## config.mk

```make
export PLATFORM = sky130hd
export DESIGN_NAME = graphics_interrupt_unit
export DESIGN_NICKNAME = d
export VERILOG_FILES = /design/src/design/gfx_irq_pkg.sv /design/src/design/graphics_interrupt_unit.sv /design/src/design/bus_fifo_watchdog.sv
export SDC_FILE = /design/constraint.sdc
export NUM_CORES = 1
export LEC_CHECK = 0
export BUFFER_PORTS_ARGS = -buffer_cell sky130_fd_sc_hd__buf_2
export CORE_MARGIN = 5
export CORE_UTILIZATION = 35
export DETAILED_ROUTE_END_ITERATION = 8
export PLACE_DENSITY = 0.58
export SLEW_MARGIN = 20
export SYNTH_ARGS = -nofsm -noshare
export SYNTH_HDL_FRONTEND = slang
export SYNTH_SLANG_ARGS = --single-unit
```

## constraint.sdc

```tcl
create_clock -name clock -period 1.5 [get_ports clock]
set_clock_uncertainty 0.2 [all_clocks]
set_input_delay 0.075 -clock clock [delete_from_list [all_inputs] [get_ports clock]]
set_output_delay 0.075 -clock clock [all_outputs]
set_load 0.05 [all_outputs]
```

## src/design/gfx_irq_pkg.sv

```systemverilog
// constants, types and register map of the graphics interrupt unit
package gfx_irq_pkg;

    // ----------------------------------------------------------------
    // register map
    // ----------------------------------------------------------------
    localparam int ADDR_W = 8;
    localparam logic [7:0] OFF_STATUS = 8'h00;
    localparam logic [7:0] OFF_IEN = 8'h04;
    localparam logic [7:0] OFF_ICLR = 8'h08;
    localparam logic [7:0] OFF_CONFIG = 8'h0c;
    localparam logic [7:0] OFF_AUX = 8'h10;
    localparam logic [7:0] OFF_VRE = 8'h14;
    localparam logic [7:0] OFF_EXT = 8'h18;

    // ----------------------------------------------------------------
    // field positions
    // ----------------------------------------------------------------
    localparam int NSRC = 6;
    localparam int SRC_BFERR = 0;
    localparam int SRC_DMATC = 1;
    localparam int SRC_PICK = 2;
    localparam int SRC_VSYNC = 3;
    localparam int SRC_EXT0 = 4;
    localparam int SRC_EXT1 = 5;
    localparam int CFG_LEVEL_BIT = 0;
    localparam int CFG_PCI_BIT = 1;
    localparam int AUX_VSYNC_BIT = 7;
    localparam int VRE_VSYNC_EN_BIT = 5;
    localparam int VRE_VSYNC_CLR_BIT = 4;

    // ----------------------------------------------------------------
    // reset values and counts
    // ----------------------------------------------------------------
    localparam logic [5:0] IEN_RST = 6'h00;
    localparam logic [5:0] STATUS_RST = 6'h00;
    localparam logic [1:0] CFG_RST = 2'h0;
    localparam logic [7:0] AUX_RST = 8'h00;
    localparam logic [7:0] VRE_RST = 8'h00;
    localparam logic [1:0] EXT_EN_RST = 2'h0;
    localparam int CNT_W = 8;
    localparam logic [7:0] BFERR_CLKS = 8'h40;
    localparam logic [7:0] ABORT_CLKS = 8'h80;

    typedef struct packed {
        logic ext1;
        logic ext0;
        logic vsync;
        logic pick;
        logic dmaTc;
        logic bfErr;
    } src_s;

    typedef enum logic [1:0] {
        WD_IDLE = 2'b00,
        WD_COUNT = 2'b01,
        WD_LATE = 2'b11,
        WD_ABORT = 2'b10
    } wd_state_e;

endpackage

```

## src/design/graphics_interrupt_unit.sv

```systemverilog
// interrupt collector of the graphics accelerator with apb registers
//
// The implementer's own choices: the placing of the registers and register access over APB.
`timescale 1ns/1ps
module graphics_interrupt_unit (
    input wire logic clock,
    input wire logic rst,
    input wire logic psel,
    input wire logic penable,
    input wire logic pwrite,
    input wire logic [7:0] paddr,
    input wire logic [31:0] pwdata,
    output logic [31:0] prdata,
    output logic pready,
    output logic pslverr,
    input wire logic fifoAccess,
    input wire logic readyHold,
    output logic hostReady,
    output logic accumClear,
    input wire logic dmaTc,
    input wire logic pixelWritten,
    input wire logic vsyncIn,
    input wire logic [1:0] extIrqN,
    output logic isaIrq,
    output logic intaOut,
    output logic intaOe
);
    // ----------------------------------------------------------------
    // state
    // ----------------------------------------------------------------
    gfx_irq_pkg::src_s status_q, status_d;
    logic [5:0] ien_q, ien_d;
    logic [1:0] cfg_q, cfg_d;
    logic [7:0] aux_q, aux_d;
    logic [7:0] vre_q, vre_d;
    logic [1:0] extEn_q, extEn_d;
    logic [31:0] rdata_q, rdata_d;
    logic err_q, err_d;
    logic vsPrev_q;
    logic [1:0] extS1_q, extS2_q, extS3_q;
    logic [1:0] extLvl_q, extLvl_d;
    logic [5:0] activePrev_q;
    logic isaIrq_q, isaIrq_d;
    logic intaOe_q, intaOe_d;

    logic bfErrSet;
    logic iclrWr;
    logic setup, wrAcc;
    logic [5:0] active;
    logic [5:0] setVec, clrVec;
    logic vsRise, vsClear, levelMode, pciMode;

    // ----------------------------------------------------------------
    // helpers
    // ----------------------------------------------------------------
    function automatic logic mapped(input logic [7:0] a);
        mapped = (a == gfx_irq_pkg::OFF_STATUS) || (a == gfx_irq_pkg::OFF_IEN) ||
                 (a == gfx_irq_pkg::OFF_ICLR) || (a == gfx_irq_pkg::OFF_CONFIG) ||
                 (a == gfx_irq_pkg::OFF_AUX) || (a == gfx_irq_pkg::OFF_VRE) ||
                 (a == gfx_irq_pkg::OFF_EXT);
    endfunction

    function automatic logic wrTo(input logic acc, input logic [7:0] a,
                                  input logic [7:0] off);
        wrTo = acc && (a == off);
    endfunction

    // ----------------------------------------------------------------
    // bus fifo watchdog
    // ----------------------------------------------------------------
    bus_fifo_watchdog watchdog (
        .clock(clock),
        .rst(rst),
        .fifoAccess(fifoAccess),
        .readyHold(readyHold),
        .hostReady(hostReady),
        .bfErrSet(bfErrSet),
        .accumClear(accumClear)
    );

    // ----------------------------------------------------------------
    // apb slave
    // ----------------------------------------------------------------
    // zero wait states: read data is captured in the setup cycle
    assign setup = psel && !penable;
    assign wrAcc = psel && penable && pwrite;
    assign pready = psel && penable;
    assign pslverr = pready && err_q;
    assign prdata = rdata_q;

    always_comb begin
        rdata_d = rdata_q;
        err_d = err_q;
        if (setup) begin
            err_d = !mapped(paddr);
            unique case (paddr)
                gfx_irq_pkg::OFF_STATUS: rdata_d = {26'h0, status_q};
                gfx_irq_pkg::OFF_IEN: rdata_d = {26'h0, ien_q};
                gfx_irq_pkg::OFF_CONFIG: rdata_d = {30'h0, cfg_q};
                gfx_irq_pkg::OFF_AUX: rdata_d = {24'h0, aux_q};
                gfx_irq_pkg::OFF_VRE: rdata_d = {24'h0, vre_q};
                gfx_irq_pkg::OFF_EXT: rdata_d = {28'h0, extLvl_q, extEn_q};
                default: rdata_d = 32'h0;
            endcase
        end
    end

    // ----------------------------------------------------------------
    // control registers
    // ----------------------------------------------------------------
    always_comb begin
        ien_d = ien_q;
        cfg_d = cfg_q;
        aux_d = aux_q;
        vre_d = vre_q;
        extEn_d = extEn_q;
        if (wrTo(wrAcc, paddr, gfx_irq_pkg::OFF_IEN)) begin
            ien_d = pwdata[5:0];
        end
        if (wrTo(wrAcc, paddr, gfx_irq_pkg::OFF_CONFIG)) begin
            cfg_d = pwdata[1:0];
        end
        if (wrTo(wrAcc, paddr, gfx_irq_pkg::OFF_AUX)) begin
            aux_d = pwdata[7:0];
        end
        if (wrTo(wrAcc, paddr, gfx_irq_pkg::OFF_VRE)) begin
            vre_d = pwdata[7:0];
        end
        if (wrTo(wrAcc, paddr, gfx_irq_pkg::OFF_EXT)) begin
            extEn_d = pwdata[1:0];
        end
    end

    always_ff @(posedge clock) begin
        if (rst) begin
            ien_q <= gfx_irq_pkg::IEN_RST;
            cfg_q <= gfx_irq_pkg::CFG_RST;
            aux_q <= gfx_irq_pkg::AUX_RST;
            vre_q <= gfx_irq_pkg::VRE_RST;
            extEn_q <= gfx_irq_pkg::EXT_EN_RST;
            rdata_q <= 32'h0;
            err_q <= 1'b0;
        end else begin
            ien_q <= ien_d;
            cfg_q <= cfg_d;
            aux_q <= aux_d;
            vre_q <= vre_d;
            extEn_q <= extEn_d;
            rdata_q <= rdata_d;
            err_q <= err_d;
        end
    end

    // ----------------------------------------------------------------
    // external interrupt pins
    // ----------------------------------------------------------------
    // a level change is taken only when the last two stages agree
    always_comb begin
        extLvl_d = extLvl_q;
        for (int i = 0; i < 2; i++) begin
            if (extS2_q[i] == extS3_q[i]) begin
                extLvl_d[i] = !extS3_q[i];
            end
        end
    end

    always_ff @(posedge clock) begin
        if (rst) begin
            extS1_q <= 2'h3;
            extS2_q <= 2'h3;
            extS3_q <= 2'h3;
            extLvl_q <= 2'h0;
            vsPrev_q <= 1'b0;
        end else begin
            extS1_q <= extIrqN;
            extS2_q <= extS1_q;
            extS3_q <= extS2_q;
            extLvl_q <= extLvl_d;
            vsPrev_q <= vsyncIn;
        end
    end

    // ----------------------------------------------------------------
    // sticky status
    // ----------------------------------------------------------------
    assign vsRise = vsyncIn && !vsPrev_q;
    assign iclrWr = wrTo(wrAcc, paddr, gfx_irq_pkg::OFF_ICLR);
    // writing the retrace end register with bit 4 low acknowledges vsync
    assign vsClear = wrTo(wrAcc, paddr, gfx_irq_pkg::OFF_VRE) &&
                     !pwdata[gfx_irq_pkg::VRE_VSYNC_CLR_BIT];

    always_comb begin
        setVec = '0;
        setVec[gfx_irq_pkg::SRC_BFERR] = bfErrSet;
        setVec[gfx_irq_pkg::SRC_DMATC] = dmaTc;
        setVec[gfx_irq_pkg::SRC_PICK] = pixelWritten;
        setVec[gfx_irq_pkg::SRC_VSYNC] = vsRise;
        setVec[gfx_irq_pkg::SRC_EXT0] = extLvl_q[0];
        setVec[gfx_irq_pkg::SRC_EXT1] = extLvl_q[1];
        clrVec = '0;
        if (iclrWr) begin
            clrVec = pwdata[5:0];
        end
        clrVec[gfx_irq_pkg::SRC_VSYNC] = vsClear;
        // a source event in the clearing cycle survives the clear
        status_d = (status_q & ~clrVec) | setVec;
    end

    always_ff @(posedge clock) begin
        if (rst) begin
            status_q <= gfx_irq_pkg::STATUS_RST;
        end else begin
            status_q <= status_d;
        end
    end

    // ----------------------------------------------------------------
    // interrupt output
    // ----------------------------------------------------------------
    assign levelMode = cfg_q[gfx_irq_pkg::CFG_LEVEL_BIT];
    assign pciMode = cfg_q[gfx_irq_pkg::CFG_PCI_BIT];

    always_comb begin
        active = status_q & ien_q;
        active[gfx_irq_pkg::SRC_VSYNC] = status_q.vsync &&
            ien_q[gfx_irq_pkg::SRC_VSYNC] && aux_q[gfx_irq_pkg::AUX_VSYNC_BIT] &&
            vre_q[gfx_irq_pkg::VRE_VSYNC_EN_BIT];
        // external sources only reach the host through the pci line
        active[gfx_irq_pkg::SRC_EXT0] = status_q.ext0 && ien_q[gfx_irq_pkg::SRC_EXT0] &&
            extEn_q[0] && pciMode;
        active[gfx_irq_pkg::SRC_EXT1] = status_q.ext1 && ien_q[gfx_irq_pkg::SRC_EXT1] &&
            extEn_q[1] && pciMode;
        isaIrq_d = 1'b0;
        intaOe_d = 1'b0;
        if (pciMode) begin
            intaOe_d = |active;
        end else if (levelMode) begin
            isaIrq_d = |active;
        end else begin
            // edge mode: one pulse when a source newly becomes active
            isaIrq_d = |(active & ~activePrev_q);
        end
    end

    always_ff @(posedge clock) begin
        if (rst) begin
            activePrev_q <= 6'h00;
            isaIrq_q <= 1'b0;
            intaOe_q <= 1'b0;
        end else begin
            activePrev_q <= active;
            isaIrq_q <= isaIrq_d;
            intaOe_q <= intaOe_d;
        end
    end

    assign isaIrq = isaIrq_q;
    assign intaOe = intaOe_q;
    // open-drain line: only ever pulled low
    assign intaOut = 1'b0;
endmodule

```

## src/design/bus_fifo_watchdog.sv

```systemverilog
// bus fifo access watchdog: flags late ready and aborts stuck cycles
`timescale 1ns/1ps
module bus_fifo_watchdog (
    input wire logic clock,
    input wire logic rst,
    input wire logic fifoAccess,
    input wire logic readyHold,
    output logic hostReady,
    output logic bfErrSet,
    output logic accumClear
);
    gfx_irq_pkg::wd_state_e state_q, state_d;
    logic [7:0] cnt_q, cnt_d;
    logic err_q, err_d;
    logic stall;

    assign stall = fifoAccess && readyHold;
    // the abort cycle releases ready even though the host section still holds it
    assign hostReady = !readyHold || (state_q == gfx_irq_pkg::WD_ABORT);
    assign accumClear = (state_q == gfx_irq_pkg::WD_ABORT);
    assign bfErrSet = err_q;

    always_comb begin
        state_d = state_q;
        cnt_d = cnt_q;
        err_d = 1'b0;
        unique case (state_q)
            gfx_irq_pkg::WD_IDLE: begin
                cnt_d = 8'h01;
                if (stall) begin
                    state_d = gfx_irq_pkg::WD_COUNT;
                end
            end
            gfx_irq_pkg::WD_COUNT: begin
                cnt_d = cnt_q + 8'h01;
                if (!stall) begin
                    state_d = gfx_irq_pkg::WD_IDLE;
                end else if (cnt_q == gfx_irq_pkg::BFERR_CLKS) begin
                    state_d = gfx_irq_pkg::WD_LATE;
                    err_d = 1'b1;
                end
            end
            gfx_irq_pkg::WD_LATE: begin
                cnt_d = cnt_q + 8'h01;
                if (!stall) begin
                    state_d = gfx_irq_pkg::WD_IDLE;
                end else if (cnt_q == gfx_irq_pkg::ABORT_CLKS) begin
                    state_d = gfx_irq_pkg::WD_ABORT;
                end
            end
            gfx_irq_pkg::WD_ABORT: begin
                state_d = gfx_irq_pkg::WD_IDLE;
            end
        endcase
    end

    always_ff @(posedge clock) begin
        if (rst) begin
            state_q <= gfx_irq_pkg::WD_IDLE;
            cnt_q <= 8'h00;
            err_q <= 1'b0;
        end else begin
            state_q <= state_d;
            cnt_q <= cnt_d;
            err_q <= err_d;
        end
    end
endmodule

```

==> impl_metrics.toml <==
[synth]
syn_inst = 338
synth.distinct_cells = 56
synth.top_cell.area_share_pct = 42.6
synth_top_family_by_area = "simple AND/OR/NAND/NOR gates"
synth-async-reset-ratio_pct = 0
syn_area_sq_um = 3240
synthTopCellsByArea = "dfxtp_1 (43%), mux2i_1 (9.0%), nor2_1 (7.1%), buf_4 (6.0%), mux4_2 (3.5%)"
synth_edf_count = 0
synth.ff_latch_count = 69
synth_top_cell_by_area = "dfxtp_1"
syn_avg_cell_area_sq_um = 9.60
muxShareOfSynthArea_pct = 13.5
synth_compound_area_share_pct = 9.22
ys_seq_area_share_pct = 42.6
yosys.area_share.simple_pct = 23.5
yosys_warnings = 0
synth-xor-area-share_pct = 0.540
synthAdderAreaFrac_pct = 0.772
ys.flop_type = "dfxtp_1"

[worst_hold_path]
hp-class = "input port to flip-flop"
holdPathEnd = "err_q"
min_path_cells = 3
min-delay-start = "paddr[3]"

[layout]
fillers = 868
antenna_cells = 0
drive_gt1_share_pct = 33.8
layout_common_cells = "nor2_1 (61), dfxtp_1 (54), buf_2 (39)"
final_common_cell = "nor2_1"
area_growth_pct = 29.6
fin_util_pct = 45.9
fin_nets = 478

[global_route]
antenna_found_initial = 0
grt_max_degree = 28
grt_pass1_vias = 2511
track_usage_pct = 13.6
grt_overflow = 0
grt_pass1_wl_um = 12200

[critical_path]
arrival_ps = 1490
worstRegToRegCells = 3
end_kind = "flip-flop"
worstSetupPathType = "flip-flop to flip-flop"
cp.required_ps = 1540
r2r_slack_ps = 40
crit_fanout = 3
reg2reg_to = "prdata[1]"
r2r_start = "status_q[1]"
critPathLaunchType = "flip-flop"

[place]
globalplace.congestion = 0.823
post-place-ws_ps = -312
hpwl_um = 5570
portBuffers = 41

[sta]
worst_slack_ps = 43.4
max_freq_mhz = 687
grt_setup_unrepaired = "yes"
slew_violations = 0
hold_viol_final = 0
period_minus_slack_ps = 1460
finalSetupViolCount = 0
fin_crit_sh_pct = 97.1
whs_ps = 36.6

[clock_network]
cts_sinks = 69
cts_tree = "done"
clockRootBuffer = "clkbuf_8"
cts_buffer_depth = 2
cts_max_level = 3
clk_pin_slew_ps = 80
cts_buffers = 9
clkLatencyLatePin_ps = 340

[route]
avgViaCountPerCell = 4.86
drt-total-wl_um = 7440
ant_nets = 0
wire_per_inst_um = 13.8
drtIter0Drc = 84
vias = 2624
drt-pass1-iter-count = 4
post-route-drc-count = 0

[floorplanning]
start_util_pct = 35.4
fp.dieW_um = 106
die_area_sq_um = 11300
fp.dieH_um = 106
row_count = 35
core_area_sq_um = 9150
io_pins = 91

[status]
status = "finished, final reports clean"

[flow_run]
maxCapViolations = 0

[power_and_ir_drop]
power_density_nw_per_um2 = 997
irDropWorstVdd_mv = 0.512
leakage_nw = 1.94
-- how the worst max path moves through the flow --
stage / startpoint / end / slack, ps / cells after the start
floorplan: vre_q[3] / prdata[3] / 100 / 4
global placement: status_q[3] / isaIrq / -320 / 4
detailed placement: status_q[3] / isaIrq / -310 / 4
CTS: ien_q[3] / isaIrq / 2 / 4
global route: ien_q[3] / isaIrq / -40 / 4
finish: status_q[1] / prdata[1] / 40 / 3
-- area by class of cell --
class                      instances  area (sq um)  share of cell area, %
clock inverter                     6           110                   2.62
timing repair buffer              94           703                   16.7
clock buffer                      10           138                   3.27
inverter                           4          15.0                  0.357
sequential                        69          1400                   33.3
tap                              111           139                   3.30
multi-input combinational        246          1700                   40.4
-- worst max-delay path, cell delays in order (launching register included) --
cell and delay (ps):
dfxtp_2 330, mux4_2 490, a221oi_4 280, nor3_2 50
-- metal layers --
metal  track usage (%)  routed length [um]
met1              18.2                3510
met2              21.4                3500
met3              2.73                 318
met4              5.46                 110
met5                 0                   0
-- synthesized netlist by cell type, drive strengths merged (2+ instances only) --
| cell | n |
|---|---|
| a211oi | 2 |
| and2 | 3 |
| xor2 | 2 |
| ha | 2 |
| nand2b | 4 |
| mux2 | 3 |
| a22o | 2 |
| and3 | 4 |
| mux2i | 29 |
| nor2b | 9 |
| a311oi | 6 |
| nand3 | 6 |
| nor4b | 2 |
| nand4 | 10 |
| and4 | 3 |
| a32oi | 2 |
| or2 | 7 |
| clkbuf | 11 |
| inv | 4 |
| a22oi | 2 |
| mux4 | 5 |
| dfxtp | 69 |
| nand3b | 2 |
| nor2 | 61 |
| o22ai | 2 |
| nor3b | 5 |
| a21oi | 9 |
| nor3 | 8 |
| buf | 32 |
| o21ai | 4 |
| a221oi | 2 |
| nand2 | 14 |
-- timing repair --
item                                   4_1_cts  5_1_grt
endpoints found under the hold margin       45        0
setup endpoints to repair                    5        9
gates resized for setup                     10       24
pin swaps                                    4        7
hold buffers                                17        0
setup buffers                                1        0
-- registers in the layout, summed over array words and instances (netlist names) --
name               flops
status_q               6
watchdog.bfErrSet      1
aux_q                  8
vsPrev_q               1
activePrev_q           6
intaOe                 1
err_q                  1
prdata                 8
cfg_q                  2
isaIrq                 1
watchdog.state_q       2
extEn_q                2
ien_q                  6
extS3_q                2
vre_q                  8
extLvl_q               2
extS2_q                2
watchdog.cnt_q         8
extS1_q                2
-- kinds of logic after synthesis --
logic type	Yosys count
and+or+nand+nor	141
DFF	69
buffers and inverters	47
AOI/OAI and AO/OA	39
muxes	37
adders and majority gates	2
xor gates and xnor gates	2
other	1
-- power by group --
| group | switching (mW) | internal, mW |
|---|---|---|
| Sequential | 0.0135 | 1.85 |
| Combinational | 0.304 | 0.157 |
| Clock | 0.715 | 1.15 |
-- stage by stage --
step	area (sq um)	power [mW]	setup TNS, ps	std cells
2_1_floorplan	3330	2.24	0	362
3_5_place_dp	3680	2.32	-1000	506
5_1_grt	4200	4.34	-69.3	540
6_report	4200	4.19	0	540
3_3_place_gp	3680	2.32	-799	506
4_1_cts	4140	4.22	0	540
No activity file was read; power rests on OpenSTA's default activity.
